**config.mk**
```make
export PLATFORM = sky130hd
export DESIGN_NAME = fsw_status_protect
export DESIGN_NICKNAME = d
export VERILOG_FILES = /design/src/fsw_pkg.sv /design/src/fsw_nv_if.sv /design/src/fsw_nv_store.sv /design/src/fsw_status_protect.sv
export SDC_FILE = /design/constraint.sdc
export NUM_CORES = 1
export LEC_CHECK = 0
export BUFFER_PORTS_ARGS = -buffer_cell sky130_fd_sc_hd__buf_2
export CAP_MARGIN = 15
export CORE_ASPECT_RATIO = 1.2
export CORE_MARGIN = 2
export CORE_UTILIZATION = 48
export CTS_BUF_LIST = sky130_fd_sc_hd__clkbuf_2
export DETAILED_ROUTE_END_ITERATION = 8
export GPL_ROUTABILITY_DRIVEN = 0
export SETUP_SLACK_MARGIN = 0.2
export SYNTH_ARGS = -nofsm -noshare
export SYNTH_HDL_FRONTEND = slang
export SYNTH_SLANG_ARGS = --single-unit
```
**constraint.sdc**
```tcl
create_clock -name I_REF_CLK -period 6.1 [get_ports I_REF_CLK]
set_clock_uncertainty 0.05 [all_clocks]
set_input_delay 0.305 -clock I_REF_CLK [delete_from_list [all_inputs] [get_ports I_REF_CLK]]
set_output_delay 0.305 -clock I_REF_CLK [all_outputs]
set_load 0.01 [all_outputs]
```
**src/fsw_pkg.sv**
```systemverilog
// fsw_pkg: constants, field layout and states of the flash status block
// assumes: shared by the status block and its non-volatile store
package fsw_pkg;
    // instruction codes
    localparam logic [7:0] OPC_WREN = 8'h06;
    localparam logic [7:0] OPC_WRDI = 8'h04;
    localparam logic [7:0] OPC_RDSR_LO = 8'h05;
    localparam logic [7:0] OPC_RDSR_HI = 8'h35;
    localparam logic [7:0] OPC_WRSR = 8'h01;
    localparam logic [7:0] OPC_PROG = 8'h02;
    localparam logic [7:0] OPC_SECT_ERASE = 8'h20;
    localparam logic [7:0] OPC_HBLK_ERASE = 8'h52;
    localparam logic [7:0] OPC_BLK_ERASE = 8'hd8;
    localparam logic [7:0] OPC_CHIP_ERASE = 8'hc7;
    localparam logic [7:0] OPC_SEC_PROG = 8'h42;
    localparam logic [7:0] OPC_SEC_ERASE = 8'h44;
    localparam logic [7:0] OPC_SUSPEND = 8'h75;
    localparam logic [7:0] OPC_RESUME = 8'h7a;
    localparam logic [7:0] OPC_DEEP_PD = 8'hb9;
    localparam logic [7:0] OPC_RELEASE = 8'hab;
    localparam logic [7:0] OPC_QUAD_OUT = 8'h6b;
    localparam logic [7:0] OPC_QUAD_IO = 8'heb;
    // lower status byte fields
    localparam int LO_GUARD = 7;
    localparam int LO_SMALL = 6;
    localparam int LO_LOWEND = 5;
    localparam int LO_RANGE_HI = 4;
    localparam int LO_RANGE_LO = 2;
    localparam int LO_WEL = 1;
    localparam int LO_BUSY = 0;
    // upper status byte fields
    localparam int HI_PAUSED = 7;
    localparam int HI_INVERT = 6;
    localparam int HI_LOCK_3 = 5;
    localparam int HI_LOCK_2 = 4;
    localparam int HI_LOCK_1 = 3;
    localparam int HI_QUAD = 1;
    localparam int HI_GUARD = 0;
    // reset values and masks
    localparam logic [7:0] LO_RESET = 8'h00;
    localparam logic [7:0] HI_RESET = 8'h00;
    localparam logic [7:0] LO_WR_MASK = 8'hfc;
    localparam logic [7:0] HI_WR_MASK = 8'h7b;
    localparam logic [7:0] HI_LOCK_MASK = 8'h38;
    // non-volatile word addresses
    localparam logic NV_ADDR_LO = 1'b0;
    localparam logic NV_ADDR_HI = 1'b1;
    // sampled pin positions
    localparam int PIN_SCLK = 0;
    localparam int PIN_CS = 1;
    localparam int PIN_SI = 2;
    localparam int PIN_WP = 3;
    localparam int PIN_HOLD = 4;
    localparam int PIN_N = 5;
    // busy durations in reference clock cycles
    localparam int unsigned OP_CYCLES_DEF = 2000;
    localparam int unsigned WRSR_CYCLES_DEF = 500;
    localparam int ADDR_W = 21;
    typedef enum logic [2:0] {
        ST_LOAD0, ST_LOAD1, ST_LOAD2, ST_IDLE,
        ST_SAVE_LO, ST_SAVE_HI, ST_BUSY, ST_SUSP
    } fsw_state_t;
endpackage : fsw_pkg

```
**src/fsw_nv_if.sv**
```systemverilog
// fsw_nv_if: port bundle between status block and non-volatile store
// assumes: one writer/reader, read data registered in the store
`timescale 1ns/1ps
interface fsw_nv_if #(parameter int WIDTH = 8);
    logic we;
    logic addr;
    logic [WIDTH-1:0] wdata;
    logic [WIDTH-1:0] rdata;
    modport ctrl (output we, output addr, output wdata, input rdata);
    modport store (input we, input addr, input wdata, output rdata);
endinterface : fsw_nv_if

```
**src/fsw_nv_store.sv**
```systemverilog
// fsw_nv_store: non-volatile status words, survive the power-on reset
// assumes: only the factory reset returns the words to their defaults
`timescale 1ns/1ps
module fsw_nv_store
    import fsw_pkg::*;
#(
    parameter int WIDTH = 8,
    parameter int DEPTH = 2
) (
    input wire logic i_clk,
    input wire logic i_factory_nrst,
    fsw_nv_if.store nv
);
    logic [WIDTH-1:0] mem_q [DEPTH];
    logic [WIDTH-1:0] rdata_q;

    // store is addressed by a single bit
    if (DEPTH != 2) begin : g_bad_depth
        $error("fsw_nv_store: DEPTH must be 2");
    end

    // cells, erased only by the factory reset
    for (genvar g = 0; g < DEPTH; g++) begin : g_cell
        always_ff @(posedge i_clk or negedge i_factory_nrst) begin
            if (!i_factory_nrst) begin
                mem_q[g] <= '0;
            end else if (nv.we && (nv.addr == 1'(g))) begin
                mem_q[g] <= nv.wdata;
            end
        end
    end

    // registered read port
    always_ff @(posedge i_clk or negedge i_factory_nrst) begin
        if (!i_factory_nrst) begin
            rdata_q <= '0;
        end else begin
            rdata_q <= mem_q[nv.addr];
        end
    end

    assign nv.rdata = rdata_q;
endmodule : fsw_nv_store

```
**src/fsw_status_protect.sv**
```systemverilog
// fsw_status_protect: flash status bytes and write protection logic
// assumes: serial pins are asynchronous, sampled by I_REF_CLK (100 MHz)
// How it works
// suspend sets paused flag, resume or power cycle clears it
// invert bit swaps protected and unprotected areas
// three one-time lock bits, each locks its security register forever
// four-lane enable disables guard and pause pin functions
// host never sets four-lane enable with guard pins tied
// guard 00: status write allowed once write permit is set
// guard 01 with guard pin low: status writes refused
// guard 01 with guard pin high: writes allowed with write permit
// guard 10: writes refused until power cycle, which clears guard
// guard 11: status writes refused permanently
// busy flag high during program, erase or status write
// write permit shown; when clear, writes, program, erase refused
// host sets write permit before every modifying instruction
// small unit select: 64KB blocks or 4KB sectors
// low end bit: protect from top down or bottom up
// range select sizes protected area; program/erase inside refused
// range bits written only while hardware protection not in force
// in deep power-down only the release instruction is obeyed
// guard bits kept non-volatile, readable and writable
// quad reads executed only with four-lane enable set
// modifying instructions need select raised on a byte boundary
// power-on clears busy, permit, paused; reloads non-volatile bits
// host writes to busy, permit, paused, reserved bits ignored
`timescale 1ns/1ps
module fsw_status_protect
    import fsw_pkg::*;
#(
    parameter int unsigned OP_CYCLES = OP_CYCLES_DEF,
    parameter int unsigned WRSR_CYCLES = WRSR_CYCLES_DEF
) (
    input wire logic I_REF_CLK,
    input wire logic I_NRST,
    input wire logic I_FACTORY_NRST,
    input wire logic I_SCLK,
    input wire logic I_CS_N,
    input wire logic I_SI,
    input wire logic I_WP_N,
    input wire logic I_HOLD_N,
    output logic O_SO,
    output logic O_SO_OE,
    output logic [7:0] O_STATUS_LO,
    output logic [7:0] O_STATUS_HI,
    output logic O_QUAD_LANES,
    output logic O_QUAD_READ,
    output logic O_CMD_REJECT,
    output logic O_DEEP_PD
);
    // busy counts must be at least one cycle
    if (OP_CYCLES < 1 || WRSR_CYCLES < 1) begin : g_bad_cycles
        $error("fsw_status_protect: busy counts must be >= 1");
    end

    fsw_nv_if #(.WIDTH(8)) nv ();

    fsw_nv_store #(.WIDTH(8), .DEPTH(2)) u_nv (
        .i_clk(I_REF_CLK),
        .i_factory_nrst(I_FACTORY_NRST),
        .nv(nv)
    );

    // address inside the protected area
    function automatic logic in_prot(input logic [ADDR_W-1:0] a,
                                     input logic [7:0] lo,
                                     input logic [7:0] hi);
        logic [2:0] bp;
        logic [5:0] cnt;
        logic [9:0] cnt4;
        logic [2:0] k;
        logic hit;
        bp = lo[LO_RANGE_HI:LO_RANGE_LO];
        k = bp[2] ? 3'd4 : bp;
        cnt = 6'd1 << (bp - 3'd1);
        cnt4 = 10'd1 << (k - 3'd1);
        if (bp == 3'b000) begin
            hit = 1'b0;
        end else if (bp[2:1] == 2'b11) begin
            hit = 1'b1;
        end else if (!lo[LO_SMALL]) begin
            hit = lo[LO_LOWEND] ? ({1'b0, a[20:16]} < cnt)
                                : ({1'b0, a[20:16]} >= 6'd32 - cnt);
        end else begin
            hit = lo[LO_LOWEND] ? ({1'b0, a[20:12]} < cnt4)
                                : ({1'b0, a[20:12]} >= 10'd512 - cnt4);
        end
        return hit ^ hi[HI_INVERT];
    endfunction : in_prot

    // pin synchronisers: first stage feeds only the second
    logic [PIN_N-1:0] pin_m_q;
    logic [PIN_N-1:0] pin_s_q;
    logic [PIN_N-1:0] pin_d_q;
    always_ff @(posedge I_REF_CLK or negedge I_NRST) begin
        if (!I_NRST) begin
            pin_m_q <= 5'h1a;
            pin_s_q <= 5'h1a;
            pin_d_q <= 5'h1a;
        end else begin
            pin_m_q <= {I_HOLD_N, I_WP_N, I_SI, I_CS_N, I_SCLK};
            pin_s_q <= pin_m_q;
            pin_d_q <= pin_s_q;
        end
    end

    fsw_state_t state_q;
    logic [7:0] lo_q;
    logic [7:0] hi_q;
    logic [31:0] tmr_q;
    logic op_pe_q;
    logic dpd_q;
    logic [2:0] bit_cnt_q;
    logic [2:0] nbytes_q;
    logic [7:0] sh_in_q;
    logic [7:0] opc_q;
    logic [7:0] d1_q;
    logic [7:0] d2_q;
    logic [23:0] addr_q;
    logic [7:0] sh_out_q;
    logic rd_act_q;

    // pin events; four-lane mode turns guard and pause pins into data
    wire cs_sel = !pin_s_q[PIN_CS];
    wire quad_on = hi_q[HI_QUAD];
    wire hold_act = cs_sel && !quad_on && !pin_s_q[PIN_HOLD];
    wire wp_high = quad_on || pin_s_q[PIN_WP];
    wire clk_ok = cs_sel && !hold_act;
    wire rise = clk_ok && pin_s_q[PIN_SCLK] && !pin_d_q[PIN_SCLK];
    wire fall = clk_ok && !pin_s_q[PIN_SCLK] && pin_d_q[PIN_SCLK];
    wire cs_fall = pin_d_q[PIN_CS] && !pin_s_q[PIN_CS];
    wire cs_rise = !pin_d_q[PIN_CS] && pin_s_q[PIN_CS];
    wire byte_done = rise && (bit_cnt_q == 3'd7);
    wire [7:0] byte_in = {sh_in_q[6:0], pin_s_q[PIN_SI]};
    wire opc_done = byte_done && (nbytes_q == 3'd0);
    wire [7:0] cur_opc = (nbytes_q == 3'd0) ? byte_in : opc_q;

    // frame capture: bit and byte counters, opcode, data, address
    always_ff @(posedge I_REF_CLK or negedge I_NRST) begin
        if (!I_NRST) begin
            bit_cnt_q <= 3'd0;
            nbytes_q <= 3'd0;
            sh_in_q <= 8'h00;
        end else if (cs_fall) begin
            bit_cnt_q <= 3'd0;
            nbytes_q <= 3'd0;
        end else if (rise) begin
            bit_cnt_q <= bit_cnt_q + 3'd1;
            sh_in_q <= byte_in;
            if (byte_done && nbytes_q != 3'd7) begin
                nbytes_q <= nbytes_q + 3'd1;
            end
        end
    end

    always_ff @(posedge I_REF_CLK or negedge I_NRST) begin
        if (!I_NRST) begin
            opc_q <= 8'h00;
            d1_q <= 8'h00;
            d2_q <= 8'h00;
            addr_q <= 24'h000000;
        end else if (byte_done) begin
            if (nbytes_q == 3'd0) opc_q <= byte_in;
            if (nbytes_q == 3'd1) d1_q <= byte_in;
            if (nbytes_q == 3'd2) d2_q <= byte_in;
            if (nbytes_q != 3'd0 && nbytes_q < 3'd4) begin
                addr_q <= {addr_q[15:0], byte_in};
            end
        end
    end

    // instruction decode, valid at the rising select edge
    wire [ADDR_W-1:0] a = addr_q[ADDR_W-1:0];
    wire [2:0] bp = lo_q[LO_RANGE_HI:LO_RANGE_LO];
    wire [1:0] guard = {hi_q[HI_GUARD], lo_q[LO_GUARD]};
    wire full = (bit_cnt_q == 3'd0) && (nbytes_q != 3'd0);
    wire ex = cs_rise && full && (!dpd_q || opc_q == OPC_RELEASE);
    wire idle = (state_q == ST_IDLE);
    wire write_permit_latch = lo_q[LO_WEL];
    wire is_erase = (opc_q == OPC_SECT_ERASE) || (opc_q == OPC_BLK_ERASE)
                 || (opc_q == OPC_HBLK_ERASE) || (opc_q == OPC_SEC_ERASE);
    wire is_addr_op = is_erase || (opc_q == OPC_PROG)
                   || (opc_q == OPC_SEC_PROG);
    wire is_pe = is_addr_op || (opc_q == OPC_CHIP_ERASE);
    wire is_wr = is_pe || (opc_q == OPC_WRSR) || (opc_q == OPC_WREN)
              || (opc_q == OPC_WRDI) || (opc_q == OPC_DEEP_PD);

    // end of the erased unit, so a partly covered unit is refused
    wire [ADDR_W-1:0] a_end =
        (opc_q == OPC_BLK_ERASE) ? (a | 21'h00ffff) :
        (opc_q == OPC_HBLK_ERASE) ? (a | 21'h007fff) :
        (opc_q == OPC_SECT_ERASE) ? (a | 21'h000fff) : a;
    wire prot_none = hi_q[HI_INVERT] ? (bp[2:1] == 2'b11) : (bp == 3'b000);
    wire sec_lock = (a[13:12] == 2'd1) ? hi_q[HI_LOCK_1] :
                    (a[13:12] == 2'd2) ? hi_q[HI_LOCK_2] :
                    (a[13:12] == 2'd3) ? hi_q[HI_LOCK_3] : 1'b1;
    wire sec_op = (opc_q == OPC_SEC_PROG) || (opc_q == OPC_SEC_ERASE);
    wire blocked = (opc_q == OPC_CHIP_ERASE) ? !prot_none :
                   sec_op ? sec_lock :
                   (in_prot(a, lo_q, hi_q) || in_prot(a_end, lo_q, hi_q));

    // guard modes for status register writes
    wire guard_open = (guard == 2'b00) || ((guard == 2'b01) && wp_high);
    wire wrsr_go = ex && (opc_q == OPC_WRSR) && (nbytes_q >= 3'd2)
                && idle && write_permit_latch && guard_open;
    wire pe_go = ex && is_pe && idle && write_permit_latch && !blocked
              && (!is_addr_op || nbytes_q >= 3'd4);
    wire wren_go = ex && (opc_q == OPC_WREN)
                && (idle || state_q == ST_SUSP);
    wire wrdi_go = ex && (opc_q == OPC_WRDI)
                && (idle || state_q == ST_SUSP);
    wire dpd_go = ex && (opc_q == OPC_DEEP_PD) && idle;
    wire rel_go = ex && (opc_q == OPC_RELEASE);
    wire susp_go = ex && (opc_q == OPC_SUSPEND)
                && (state_q == ST_BUSY) && op_pe_q;
    wire resume_go = ex && (opc_q == OPC_RESUME) && (state_q == ST_SUSP);
    wire wr_taken = wrsr_go || pe_go || wren_go || wrdi_go || dpd_go;
    wire quad_op = (byte_in == OPC_QUAD_OUT) || (byte_in == OPC_QUAD_IO);
    wire quad_go = opc_done && quad_op && !dpd_q && quad_on;
    wire reject = (cs_rise && nbytes_q != 3'd0 && is_wr && !wr_taken)
               || (opc_done && quad_op && !quad_go);

    // new status values; host cannot touch busy, permit, paused, reserved
    wire [7:0] new_lo = (lo_q & ~LO_WR_MASK) | (d1_q & LO_WR_MASK);
    wire [7:0] new_hi = (hi_q & ~HI_WR_MASK) | (d2_q & HI_WR_MASK)
                      | (hi_q & HI_LOCK_MASK);
    // power cycle ends the supply lock-down mode
    wire lockdown = nv.rdata[HI_GUARD] && !lo_q[LO_GUARD];
    wire [7:0] load_hi = nv.rdata & HI_WR_MASK
                       & ~(lockdown ? 8'h01 : 8'h00);

    // non-volatile store access
    assign nv.we = (state_q == ST_SAVE_LO) || (state_q == ST_SAVE_HI);
    assign nv.addr = ((state_q == ST_LOAD0) || (state_q == ST_SAVE_LO))
                   ? NV_ADDR_LO : NV_ADDR_HI;
    assign nv.wdata = (state_q == ST_SAVE_LO) ? (lo_q & LO_WR_MASK)
                                              : (hi_q & HI_WR_MASK);

    // sequencer: power-on load, saving, busy timing, suspend
    always_ff @(posedge I_REF_CLK or negedge I_NRST) begin
        if (!I_NRST) begin
            state_q <= ST_LOAD0;
            lo_q <= LO_RESET;
            hi_q <= HI_RESET;
            tmr_q <= 32'd0;
            op_pe_q <= 1'b0;
        end else begin
            unique case (state_q)
                ST_LOAD0: state_q <= ST_LOAD1;
                ST_LOAD1: begin
                    lo_q <= nv.rdata & LO_WR_MASK;
                    state_q <= ST_LOAD2;
                end
                ST_LOAD2: begin
                    hi_q <= load_hi;
                    state_q <= ST_IDLE;
                end
                ST_IDLE: begin
                    if (wrsr_go) begin
                        lo_q <= new_lo | 8'h01;
                        if (nbytes_q >= 3'd3) hi_q <= new_hi;
                        tmr_q <= WRSR_CYCLES;
                        op_pe_q <= 1'b0;
                        state_q <= ST_SAVE_LO;
                    end else if (pe_go) begin
                        lo_q[LO_BUSY] <= 1'b1;
                        tmr_q <= OP_CYCLES;
                        op_pe_q <= 1'b1;
                        state_q <= ST_BUSY;
                    end
                end
                ST_SAVE_LO: state_q <= ST_SAVE_HI;
                ST_SAVE_HI: state_q <= ST_BUSY;
                ST_BUSY: begin
                    if (susp_go) begin
                        lo_q[LO_BUSY] <= 1'b0;
                        hi_q[HI_PAUSED] <= 1'b1;
                        state_q <= ST_SUSP;
                    end else if (tmr_q <= 32'd1) begin
                        lo_q[LO_BUSY] <= 1'b0;
                        lo_q[LO_WEL] <= 1'b0;
                        state_q <= ST_IDLE;
                    end else begin
                        tmr_q <= tmr_q - 32'd1;
                    end
                end
                ST_SUSP: begin
                    if (resume_go) begin
                        lo_q[LO_BUSY] <= 1'b1;
                        hi_q[HI_PAUSED] <= 1'b0;
                        state_q <= ST_BUSY;
                    end
                end
            endcase
            if (wren_go) begin
                lo_q[LO_WEL] <= 1'b1;
            end else if (wrdi_go) begin
                lo_q[LO_WEL] <= 1'b0;
            end
        end
    end

    // deep power-down and pulse outputs
    always_ff @(posedge I_REF_CLK or negedge I_NRST) begin
        if (!I_NRST) begin
            dpd_q <= 1'b0;
            O_CMD_REJECT <= 1'b0;
            O_QUAD_READ <= 1'b0;
        end else begin
            dpd_q <= dpd_go ? 1'b1 : (rel_go ? 1'b0 : dpd_q);
            O_CMD_REJECT <= reject;
            O_QUAD_READ <= quad_go;
        end
    end

    // status read-out: load at each byte boundary, shift on falling clock
    wire rd_lo = !dpd_q && (cur_opc == OPC_RDSR_LO);
    wire rd_hi = !dpd_q && (cur_opc == OPC_RDSR_HI);
    always_ff @(posedge I_REF_CLK or negedge I_NRST) begin
        if (!I_NRST) begin
            sh_out_q <= 8'h00;
            rd_act_q <= 1'b0;
            O_SO <= 1'b0;
            O_SO_OE <= 1'b0;
        end else begin
            if (cs_fall) begin
                rd_act_q <= 1'b0;
            end else if (byte_done && (rd_lo || rd_hi)) begin
                sh_out_q <= rd_lo ? lo_q : hi_q;
                rd_act_q <= 1'b1;
            end else if (fall) begin
                O_SO <= sh_out_q[7];
                sh_out_q <= {sh_out_q[6:0], 1'b0};
            end
            O_SO_OE <= rd_act_q && clk_ok && !cs_fall; // no stale drive
        end
    end

    assign O_STATUS_LO = lo_q;
    assign O_STATUS_HI = hi_q;
    assign O_QUAD_LANES = hi_q[HI_QUAD];
    assign O_DEEP_PD = dpd_q;
endmodule : fsw_status_protect

```
# Word level (Yosys, flattened, before mapping)
# Index checks and enable logic that the tools add are counted.
# word_totals
regBits	159
input_bits	8
# classes
add_sub_neg	7
magnitude_cmp	14
eq_ne	45
n_shift	2
muxes	69
bitwise_logic	10
n_reduce_logical	128
# ops
cell	count
two-way mux 32 bit	4
two-way mux 8 bit	10
case mux 32 bit (2 select lines)	1
logical AND 1 bit	54
equality test 8 x 7 -> 1 bit (second input constant)	6
equality test 8 bit (second input constant)	5
two-way mux 3 bit	11
<= comparator 32 x 1 -> 1 bit (second input constant)	1
two-way mux 1 bit	32
subtractor 32 x 1 -> 32 bit (second input constant)	1
logical OR 1 bit	26
equality test 8 x 3 -> 1 bit (second input constant)	3
case mux 3 bit (8 select lines)	1
>= comparator 9 x 10 -> 1 bit	2
less-than comparator 9 x 10 -> 1 bit	2
nonzero test 2 bit	9
equality test 8 x 6 -> 1 bit (second input constant)	2
two-way mux 16 bit	1
AND reduction 2 bit	8
equality test 3 bit (second input constant)	5
logical NOT 1 bit	15
two-way mux 15 bit	1
case mux 7 bit (2 select lines)	1
>= comparator 5 x 6 -> 1 bit	2
47 further kinds	72

# Depth between registers and ports, before layout
# Gate-level depths: netlist of run 1.
# depth
ltp_word	23
mapped_depth	20

# Modules after synthesis
# A second synthesis of run 1 with hierarchy kept.
# unflattened
hier_cells	794
hier_area_um2	8453.1
# by_module_without_submodules
mod	n_inst	cells_each	area_each_um2	seq_area_each_um2
fsw_status_protect	1	742	7505.9	3286.9
fsw_nv_store	1	52	947.2	600.6

# Worst setup path before layout of run 1
# No wires, ideal clock.
# synth_path
path_kind	register to register
start	register lo_q[4] (netlist: O_STATUS_LO[4])
end	register tmr_q[8]
arrival_ns	3.581
required_time_ns	5.931
slack_ns	2.350
path_stages_with_launch	18
n_path_buf	3
period_less_slack_ns	3.750
cell_sequence	dfrtp_1 clkbuf_1 inv_1 clkbuf_1 nand3_1 ha_1 and3_1 and2_1 ha_1 nor2b_1 o21ai_0 o21ai_0 nor3_1 mux2i_1 a21o_1 a21boi_1 buf_2 o21a_1
# synth_between
elab_chain_cells	18
elab_cells_between_ends	39
cone_classes	4 x add/sub; 8 x order compare; 2 x eq/ne; 2 x shift; 14 x mux; 2 x bitwise; 7 x reduce/logical
# synth_rtl
item	line	text
start: declaration	fsw_status_protect.sv:108	logic [7:0] lo_q;
start signal: assignment	fsw_status_protect.sv:251	lo_q <= nv.rdata & LO_WR_MASK;
start signal: assignment	fsw_status_protect.sv:260	lo_q <= new_lo | 8'h01;
two-way mux 3 bit	fsw_status_protect.sv:74	k = bp[2] ? 3'd4 : bp;
subtractor 3 x 1 -> 3 bit	fsw_status_protect.sv:76	cnt4 = 10'd1 << (k - 3'd1);
<< shifter 1 x 3 -> 10 bit	fsw_status_protect.sv:76	
subtractor 10 bit	fsw_status_protect.sv:86	: ({1'b0, a[20:12]} >= 10'd512 - cnt4);
>= comparator 9 x 10 -> 1 bit	fsw_status_protect.sv:86	
two-way mux 1 bit	fsw_status_protect.sv:85	hit = lo[LO_LOWEND] ? ({1'b0, a[20:12]} < cnt4)
two-way mux 1 bit	fsw_status_protect.sv:81	end else if (!lo[LO_SMALL]) begin
two-way mux 1 bit	fsw_status_protect.sv:79	end else if (bp[2:1] == 2'b11) begin
[2 not listed]	n/a	
logical OR 1 bit	fsw_status_protect.sv:200	(in_prot(a, lo_q, hi_q) || in_prot(a_end, lo_q, hi_q));
two-way mux 1 bit	fsw_status_protect.sv:199	sec_op ? sec_lock :
two-way mux 1 bit (*)	fsw_status_protect.sv:198	wire blocked = (opc_q == OPC_CHIP_ERASE) ? !prot_none :
logical NOT 1 bit (*)	fsw_status_protect.sv:206	wire pe_go = ex && is_pe && idle && write_permit_latch && !blocked
logical AND 1 bit (*)	fsw_status_protect.sv:206	
logical AND 1 bit (*)	fsw_status_protect.sv:207	&& (!is_addr_op || nbytes_q >= 3'd4);
inequality test 3 x 1 -> 1 bit (no source line) (*)	n/a	
AND reduction 4 bit (no source line) (*)	n/a	
end signal: assignment	fsw_status_protect.sv:284	tmr_q <= tmr_q - 32'd1;
end: declaration	fsw_status_protect.sv:110	logic [31:0] tmr_q;
# Mark *: on every way between the ends. The rest lies on a longest branch, timed or not.
# A chain may end at the register's enable or synchronous reset.

# Worst setup path after layout of run 1
# layout_path
start	register lo_q[2] (netlist: O_STATUS_LO[2])
end	register tmr_q[18]
# The elaborated chain is that of the path after synthesis.

==> results.sh, run 1 <==
export IMPL_status="finished, final reports clean"
export IMPL_synth_edf_count=0
export IMPL_cts_root_buf="clkbuf_2"
export IMPL_fin_area_mm2=0.00894
export IMPL_nets=907
export IMPL_syn_avg_cell_area_um2=10.0
export IMPL_path_clk_slew_ns=0.21
export IMPL_clock_sinks=155
export IMPL_placed_area_mm2=0.00862
export IMPL_syn2layout_area_growth_pct=7.29
export IMPL_post_place_ws_ns=2.07
export IMPL_cts_htree_levels=4
export IMPL_hold_path_class="input port to register"
export IMPL_synth_area_leaders="dfrtp_1 (44%), mux2_2 (9.2%), ha_1 (6.5%)"
export IMPL_powerDensity_mw_per_mm2=186
export IMPL_synth_seq_cells=155
export IMPL_grt_ovfl_total=0
export IMPL_synthesis_area_mm2=0.00833
export IMPL_grt_pass1_vias=6524
export IMPL_cts_buffer_depth=2
export IMPL_holdWs_ns=0.145
export IMPL_dr_pass1_iters=5
export IMPL_yosysWarnings=0
export IMPL_clk_latency_ns=0.74
export IMPL_worst_pin_slew_ns=1.15
export IMPL_crit_arrival_ns=4.64
export IMPL_cts_buffers=17
export IMPL_die_area_mm2=0.0184
export IMPL_num_fill_cells=1587
export IMPL_start_kind="register"
export IMPL_finalCritPeriodShare_pct=66.3
export IMPL_drtIter0Drc=425
export IMPL_num_vias=6505
export IMPL_cts_resized=0
export IMPL_antenna_left=0
export IMPL_tns_ns=0
export IMPL_viasPerCell=5.99
export IMPL_post_cts_buffers=0
export IMPL_placed_cells=1042
export IMPL_synth_top_area_share_pct=44.5
export IMPL_fin_ws_ns=2.05
export IMPL_initial_core_util_pct=49.2
export IMPL_maxSlewViolCount=0
export IMPL_drive_gt1_share_pct=18.1
export IMPL_finalPower_mw=1.66
export IMPL_cts_tree="done"
export IMPL_multi_input_area_mm2=0.00417
export IMPL_die_h_um=148
export IMPL_layout_min_cycle_time_ns=4.05
export IMPL_final_cells=1086
export IMPL_ys_flop_type="dfrtp_1"
export IMPL_hold_viol=0
export IMPL_yosysUniqueCellTypes=70
export IMPL_syn_inst=830
export IMPL_cp_required_ns=6.70
export IMPL_fin_util_pct=52.8
export IMPL_fmax_mhz=247
export IMPL_dp_hpwl_um=14800
export IMPL_placementRows=52
export IMPL_io_buffer_count=28
export IMPL_cp_end_kind="register"
export IMPL_worstPathMaxFanout=23
export IMPL_grt_start_max_net_pins=67
export IMPL_synth_async_reset_ratio_pct=100
export IMPL_wl_per_cell_um=19.1
export IMPL_die_x_um=124
export IMPL_cap_violations=0
export IMPL_leakagePower_nw=4.01
export IMPL_io_pins=30
export IMPL_grt_pass1_wl_um=34400
export IMPL_setup_viol=0
export IMPL_ir_drop_mv=0.149
export IMPL_antenna_found_initial=1
export IMPL_ys_seq_area_share_pct=46.7
export IMPL_rsz0062_at_grt="no"
export IMPL_wl_um=20700
export IMPL_drcViolationCount=0
export IMPL_synth_top_area_cell="dfrtp_1"
export IMPL_core_mm2=0.0169
export IMPL_critical_path_class="register to register"
export IMPL_grtUsageTotal_pct=23.4
export IMPL_register_area_mm2=0.00389
export IMPL_relSlewSlack_pct=23.2
==> flip-flops by register name, indices dropped and copies added (netlist names), 6 cells and up <==
register       count
opc_q              8
d1_q               6
sh_in_q            7
u_nv.nv.rdata      8
sh_out_q           8
O_STATUS_HI        7
O_STATUS_LO        8
addr_q            21
d2_q               6
tmr_q             32
u_nv.mem_q        16
==> placed cells by master, fill, tap and decap left out, types with 8 or more instances in the layout <==
master / Yosys / final
o211ai_1: 8 / 8
nor2_1: 61 / 61
nor3_1: 25 / 24
nand3_1: 18 / 18
a31oi_1: 31 / 31
nor4_1: 12 / 12
mux2i_1: 10 / 10
ha_1: 43 / 43
dlygate4sd3_1: 0 / 10
mux2_2: 68 / 68
inv_1: 28 / 28
nand2b_1: 10 / 10
nand3b_1: 9 / 9
dfrtp_1: 148 / 148
nor2b_1: 16 / 16
o21ai_0: 34 / 34
buf_2: 5 / 27
a21oi_1: 46 / 46
nand2_1: 78 / 78
and2_1: 13 / 13
o21a_1: 11 / 11
or3_1: 10 / 10
clkbuf_2: 1 / 20
==> synth_stat cells, types with 6 or more instances <==
cell type / instances
clkbuf_1: 29
and2_1: 13
nand4_1: 7
nor2_1: 61
or3_1: 10
nor2b_1: 16
mux2i_1: 10
o21ai_0: 34
a211oi_1: 6
dfrtp_1: 148
nor3_1: 25
inv_1: 28
nand2b_1: 10
o211ai_1: 8
a21oi_1: 46
nor4_1: 12
dfstp_2: 7
nand3b_1: 9
ha_1: 43
o22ai_1: 7
nand4b_1: 7
mux2_2: 68
a31oi_1: 31
o21a_1: 11
nand2_1: 78
and3_1: 7
nand3_1: 18
==> worst max-delay path, cell delays in order (launching register included) <==
cell	delay [ns]
dfrtp_1	0.74
nand2b_1	0.17
nand2b_1	0.22
ha_1	0.26
and3_1	0.19
and2_1	0.16
ha_1	0.28
nor2b_1	0.14
o21ai_0	0.18
o21ai_0	0.11
nor3_1	0.24
mux2i_1	0.38
a21o_1	0.31
a21boi_1	0.10
buf_4	0.23
a31oi_1	0.20
==> power breakdown <==
group / internal (mW) / total, mW / leakage, nW / switching, mW
clock network: 0.115 / 0.491 / 0.123 / 0.376
logic: 0.0368 / 0.0828 / 1.94 / 0.0460
registers: 1.06 / 1.08 / 1.95 / 0.0284
total: 1.21 / 1.66 / 4.01 / 0.451
==> final cells by class <==
| type | instances | area share, % |
|---|---|---|
| Multi-Input combinational cell | 609 | 46.7 |
| Sequential cell | 155 | 43.5 |
| Timing Repair Buffer | 45 | 3.49 |
| Tap cell | 216 | 3.02 |
| Inverter | 28 | 1.18 |
| Clock buffer | 20 | 1.12 |
| Clock inverter | 12 | 1.01 |
| Antenna cell | 1 | 0.0280 |
==> final timing paths <==
kind / from / to / slack, ns / cells after the start
max in group asynchronous: I_NRST / addr_q[14] / 4.16 / 4
min in group asynchronous: I_FACTORY_NRST / u_nv.mem_q[13] / 0.48 / 4
setup reg to reg: O_STATUS_LO[2] / tmr_q[18] / 2.05 / 15
setup / recovery: O_STATUS_LO[2] / tmr_q[18] / 2.05 / 15
hold reg to reg: pin_m_q[1] / pin_s_q[1] / 0.32 / 0
hold / removal: I_CS_N / pin_m_q[1] / 0.14 / 2
==> logic make-up after synthesis <==
group	after synthesis	synth area share (%)
AND/OR/NAND/NOR	299	18.7
multiplexers	78	10.4
AO/OA/AOI/OAI	179	13.6
other	2	0.0902
flip-flops	155	46.7
XOR/XNOR	7	0.736
buffers and inverters	67	3.38
adder cells (fa/ha/maj)	43	6.46
==> what timing repair did <==
item,in CTS,in global routing
endpoints found under the hold margin,94,0
hold buffers,11,0
endpoints found under the setup margin,0,0
==> routing by layer <==
metal	part of all wire (%)	GRT usage, %
met1	45	31.4
met2	48	38.0
met4	2.5	8.31
met5	0	0
met3	4.9	4.78
Note: power is estimated with default switching activity, not from simulation.
==> run 2, diff against run 1 <==
- clock period: 6.1 -> 4 ns (I/O delays scaled with it)
==> run 2 against run 1 <==
Clock-buffer cell count decreased by 3; worst hold slack improved by 0.18 ns; cell count increased by 2.8%; flip-flop and latch count unchanged; first-iteration DRC count increased by 22%; final area increased by 3.7%; setup slack got worse by 1.6 ns; combinational power increased by 79%; die area unchanged; sequential power increased by 53%; clock power increased by 84%; core utilization increased by 2.0 points; critical endpoint is now tmr_q[6]; highest routed layer unchanged.
==> results.sh, run 2 (same netlist as run 1, synthesis figures left out) <==
export IMPL_num_fill_cells=1539
export IMPL_slowest_delay_ns=0.42
export IMPL_grt_start_max_net_pins=61
export IMPL_rsz0062_at_grt="no"
export IMPL_critical_path_class="register to register"
export IMPL_final_cells=1116
export IMPL_multi_input_area_mm2=0.00419
export IMPL_die_area_mm2=0.0184
export IMPL_cp_required_ns=4.61
export IMPL_layout_min_cycle_time_ns=3.54
export IMPL_die_x_um=124
export IMPL_num_vias=6693
export IMPL_status="finished, final reports clean"
export IMPL_antenna_found_initial=1
export IMPL_grt_pass1_vias=6529
export IMPL_maxSlewViolCount=0
export IMPL_powerDensity_mw_per_mm2=291
export IMPL_die_h_um=148
export IMPL_cts_htree_levels=4
export IMPL_antenna_left=0
export IMPL_leakagePower_nw=4.20
export IMPL_worst_pin_slew_ns=0.911
export IMPL_cts_root_buf="clkbuf_2"
export IMPL_start_kind="register"
export IMPL_cts_buffer_depth=2
export IMPL_layout_common_cells="dfrtp_1 (147), nand2_1 (78), mux2_2 (68)"
export IMPL_wl_um=21600
export IMPL_largest_register_ffs=32
export IMPL_wl_per_cell_um=19.3
export IMPL_hold_path_class="register to register"
export IMPL_finalCritPeriodShare_pct=88.6
export IMPL_core_mm2=0.0169
export IMPL_path_clk_slew_ns=0.23
export IMPL_cts_buffers=17
export IMPL_cap_violations=0
export IMPL_grt_pass1_wl_um=35300
export IMPL_cts_tree="done"
export IMPL_ir_drop_mv=0.249
export IMPL_crit_chain="nand2b_1, nand2b_1, ha_1, and3_1, and2_1, ha_1, nor2b_1, o21ai_0, o21ai_0, nor3_1, mux2i_1, a21o_2, a21boi_2, buf_4, o21a_1"
export IMPL_syn2layout_area_growth_pct=11.3
export IMPL_layout_commonest_cell="dfrtp_1"
export IMPL_clock_sinks=155
export IMPL_drcViolationCount=0
export IMPL_drtIter0Drc=520
export IMPL_setup_viol=0
export IMPL_io_buffer_count=28
export IMPL_cp_slowest_cell="dfrtp_1"
export IMPL_register_area_mm2=0.00389
export IMPL_placed_cells=1061
export IMPL_dp_hpwl_um=15100
export IMPL_crit_arrival_ns=4.15
export IMPL_relSlewSlack_pct=38.4
export IMPL_placementRows=52
export IMPL_drive_gt1_share_pct=21.0
export IMPL_largest_registers="tmr_q x32, addr_q x21, u_nv.mem_q x16"
export IMPL_grt_ovfl_total=0
export IMPL_clk_latency_ns=0.74
export IMPL_worstPathMaxFanout=11
export IMPL_nets=937
export IMPL_viasPerCell=6.00
export IMPL_tns_ns=0
export IMPL_cp_end_kind="register"
export IMPL_hold_viol=0
export IMPL_fmax_mhz=282
export IMPL_io_pins=30
export IMPL_dr_pass1_iters=5
export IMPL_largest_register="tmr_q"
export IMPL_grtUsageTotal_pct=24.3
export IMPL_initial_core_util_pct=49.2
[run 2: cell types whose count changed in the layout (fill, tap and decap cells not counted), moves of 2 or more]
cell / delta
clkinvlp_4: -2
bufinv_16: +2
dlygate4sd3_1: +4
clkbuf_2: -3
buf_4: +24
[run 2: repair_timing]
action / 4_1_cts / 5_1_grt
hold endpoints to repair: 153 / 0
pin swaps: 0 / 1
gates cloned: 0 / 1
setup endpoints to repair: 1 / 30
buffers inserted: 0 / 5
hold buffers: 15 / 0
resized for setup: 1 / 9
[run 2: path summary, 6_finish.rpt]
path	start	cells after the start	end	slack, ns
max reg2reg	O_STATUS_LO[3]	15	tmr_q[6]	0.46
min in group asynchronous	I_FACTORY_NRST	3	u_nv.mem_q[13]	0.46
max	O_STATUS_LO[3]	15	tmr_q[6]	0.46
min reg2reg	pin_m_q[1]	0	pin_s_q[1]	0.32
max in group asynchronous	I_NRST	4	pin_m_q[4]	2.92
min	pin_m_q[1]	0	pin_s_q[1]	0.32
[run 2: layout make-up]
type | instances | share of cell area (%)
multi-input cells | 609 | 45.2
flip-flops and latches | 155 | 41.9
repair buffers | 75 | 6.10
well taps | 216 | 2.92
clock inverters | 15 | 1.75
inverters | 28 | 1.13
clock buffers | 17 | 0.918
diodes | 1 | 0.0270
[run 2: report_power, final]
part	total (mW)	internal (mW)	switching (mW)	leakage (nW)
Combinational	0.148	0.0666	0.0812	2.11
Sequential	1.65	1.61	0.0363	1.95
Clock	0.905	0.300	0.605	0.151
Total	2.70	1.98	0.722	4.20
[run 2: per-layer routing]
metal / global-route usage (%) / up-vias / wire [um]
li1: - / 3136 / -
met1: 32.7 / 3305 / 9600
met2: 40.2 / 214 / 10400
met3: 4.64 / 38 / 1080
met4: 7.13 / 0 / 467
met5: 0 / - / 0
[run 2: metrics by stage]
| step | util, % | hold slack [ns] | total power [mW] | instance area [um2] | setup slack, ns |
|---|---|---|---|---|---|
| finish | 54.8 | 0.324 | 2.70 | 9270 | 0.458 |
| global route | 54.8 | 0.332 | 2.83 | 9270 | 0.208 |
| CTS | 54.3 | 0.327 | 2.73 | 9180 | 0.241 |
| detailed placement | 51.8 | 0.165 | 1.81 | 8770 | 0.214 |
| global placement | 51.8 | 0.147 | 1.80 | 8770 | 0.411 |
| floorplan | - | -0.146 | 1.73 | 8330 | 0.250 |
[run 2: worst max-delay path: cells and delay by family, from the launching register on]
kind,cells,cell delay [ns]
AOI/OAI and AO/OA,5,0.81
DFF,1,0.42
adders and majority gates,2,0.53
muxes,1,0.36
buffers and inverters,1,0.19
and+or+nand+nor,6,1.12
==> run 3, diff against run 2 <==
- RECOVER_POWER: not set -> 100
==> run 3 against run 2 <==
The run now ends with capacitance limit, slew limit left; flip-flop and latch count unchanged; worst hold slack gained 0.0033 ns; maximum frequency shrank 1.9%; clock-buffer cell count unchanged; wire length rose by 0.44%; register-to-register slack worse by 0.07 ns; via count is 0.21% higher; core utilization fell by 0.53 points; total power decreased by 0.20%; critical path depth is the same; critical endpoint is now tmr_q[22].
==> results.sh, run 3 (same netlist as run 1, synthesis figures left out) <==
export IMPL_fmax_mhz=277
export IMPL_fin_area_mm2=0.00918
export IMPL_grt_pass1_vias=6529
export IMPL_finalCritPeriodShare_pct=90.3
export IMPL_drtIter0Drc=467
export IMPL_die_h_um=148
export IMPL_cp_required_ns=4.60
export IMPL_io_buffer_count=28
export IMPL_grt_ovfl_total=0
export IMPL_placementRows=52
export IMPL_tns_ns=0
export IMPL_min_to="pin_s_q[4]"
export IMPL_clock_sinks=155
export IMPL_cts_htree_levels=4
export IMPL_dp_hpwl_um=15100
export IMPL_crit_chain="clkbuf_1, nor3_1, inv_1, nand2_1, ha_1, a211oi_1, o21ai_0, o2111ai_1, nand3_1, nor4b_1, mux2i_1, a21o_2, a21boi_2, buf_4, a31oi_1"
export IMPL_initial_core_util_pct=49.2
export IMPL_wl_um=21700
export IMPL_die_x_um=124
export IMPL_viasPerCell=6.01
export IMPL_violations="capacitance limit, slew limit"
export IMPL_path_delay_family="compound AO/OA/AOI/OAI gates"
export IMPL_critical_path_class="register to register"
export IMPL_cap_violations=2
export IMPL_cp_depth=15
export IMPL_cts_buffer_depth=2
export IMPL_intPower_mw=1.97
export IMPL_final_cells=1116
export IMPL_antenna_found_initial=1
export IMPL_largest_register="tmr_q"
export IMPL_netSwitchingFraction_pct=26.8
export IMPL_r2r_slack_ns=0.39
export IMPL_cp_end_kind="register"
export IMPL_antenna_left=0
export IMPL_syn2layout_area_growth_pct=10.2
export IMPL_holdPathStages=0
export IMPL_drcViolationCount=0
export IMPL_layout_min_cycle_time_ns=3.61
export IMPL_num_vias=6707
export IMPL_nets=937
export IMPL_grt_start_max_net_pins=61
export IMPL_placed_cells=1061
export IMPL_worstHoldStart="pin_m_q[4]"
export IMPL_layout_commonest_cell="dfrtp_1"
export IMPL_cp_num_buf_inv=3
export IMPL_r2r_start="O_STATUS_LO[4]"
export IMPL_status="complete, but fails checks"
export IMPL_finalPower_mw=2.69
export IMPL_dr_pass1_iters=5
export IMPL_comb_power_share_pct=5.3
export IMPL_io_pins=30
export IMPL_grtUsageTotal_pct=24.3
export IMPL_holdWs_ns=0.328
export IMPL_placed_area_mm2=0.00877
export IMPL_clkPwrFrac_pct=33.5
export IMPL_hold_path_class="register to register"
export IMPL_worstPathMaxFanout=12
export IMPL_start_kind="register"
export IMPL_maxSlewViolCount=73
export IMPL_slowest_delay_ns=0.50
export IMPL_leakagePower_nw=4.07
export IMPL_num_fill_cells=1563
export IMPL_wl_per_cell_um=19.4
export IMPL_relSlewSlack_pct=-33.7
export IMPL_path_clk_slew_ns=0.24
export IMPL_drive_gt1_share_pct=17.4
export IMPL_r2r_cells=15
export IMPL_cts_tree="done"
export IMPL_worst_pin_slew_ns=2.00
export IMPL_setup_viol=0
export IMPL_largest_register_ffs=32
export IMPL_hold_viol=0
export IMPL_pwr_share_seq_pct=61.2
export IMPL_power_switching_mw=0.721
export IMPL_core_mm2=0.0169
export IMPL_ir_drop_mv=0.250
export IMPL_clk_latency_ns=0.73
export IMPL_cts_root_buf="clkbuf_2"
export IMPL_reg2reg_to="tmr_q[22]"
export IMPL_rsz0062_at_grt="no"
export IMPL_crit_arrival_ns=4.21
export IMPL_largest_registers="tmr_q x32, addr_q x21, u_nv.mem_q x16"
export IMPL_grt_pass1_wl_um=35300
export IMPL_cp_slowest_cell="clkbuf_1"
export IMPL_die_area_mm2=0.0184
export IMPL_cts_buffers=17
export IMPL_powerDensity_mw_per_mm2=293
export IMPL_layout_common_cells="dfrtp_1 (147), nand2_1 (78), mux2_2 (68)"
-- run 3: changes by cell type in the layout (fill, tap and decap cells not counted), moves of 8 or more --
cell and delta:
buf_2 -18, and2_1 -8, and2_0 +8, buf_4 -11, clkbuf_1 +30
-- run 3: per-layer routing --
layer	wire length, um	GRT usage, %	up-vias
met3	1000	4.64	35
met5	0	0	-
li1	-	-	3135
met2	10500	40.2	197
met4	476	7.13	0
met1	9690	32.7	3340
-- run 3: what timing repair did --
action	4_1_cts	5_1_grt
endpoints found under the hold margin	153	0
pin swaps	0	1
endpoints found under the setup margin	1	30
hold buffers	15	0
resized for setup	1	9
cloned	0	1
setup buffers	0	5
-- run 3: layout make-up --
cell class | instances | area [um2] | area share (%)
multi-input cells | 609 | 4180 | 45.5
flip-flops and latches | 155 | 3890 | 42.4
repair buffers | 75 | 487 | 5.30
well taps | 216 | 270 | 2.94
clock inverters | 15 | 163 | 1.77
inverters | 28 | 105 | 1.14
clock buffers | 17 | 85.1 | 0.927
diodes | 1 | 2.50 | 0.0273
-- run 3: how the worst max path moves through the flow --
stage	from	endpoint	slack [ns]
after CTS	opc_q[2]	tmr_q[15]	0.24
after global routing	O_STATUS_LO[4]	tmr_q[2]	0.11
final	O_STATUS_LO[4]	tmr_q[22]	0.39
after global placement	O_STATUS_LO[3]	tmr_q[7]	0.41
after floorplan	O_STATUS_LO[4]	tmr_q[8]	0.25
after detailed placement	opc_q[1]	tmr_q[15]	0.21
-- run 3: through the flow --
step	utilization [%]	worst slack, ns
2_1_floorplan	-	0.250
3_3_place_gp	51.8	0.411
3_5_place_dp	51.8	0.214
4_1_cts	54.3	0.241
5_1_grt	54.3	0.111
6_report	54.3	0.388
-- run 3: power groups by stage --
stage	Clock [mW]	Combinational, mW	Sequential (mW)
after floorplan	0	0.0689	1.66
after global placement	0	0.130	1.67
after detailed placement	0	0.133	1.67
after CTS	0.937	0.149	1.65
after global routing	1.01	0.162	1.65
final	0.904	0.143	1.65
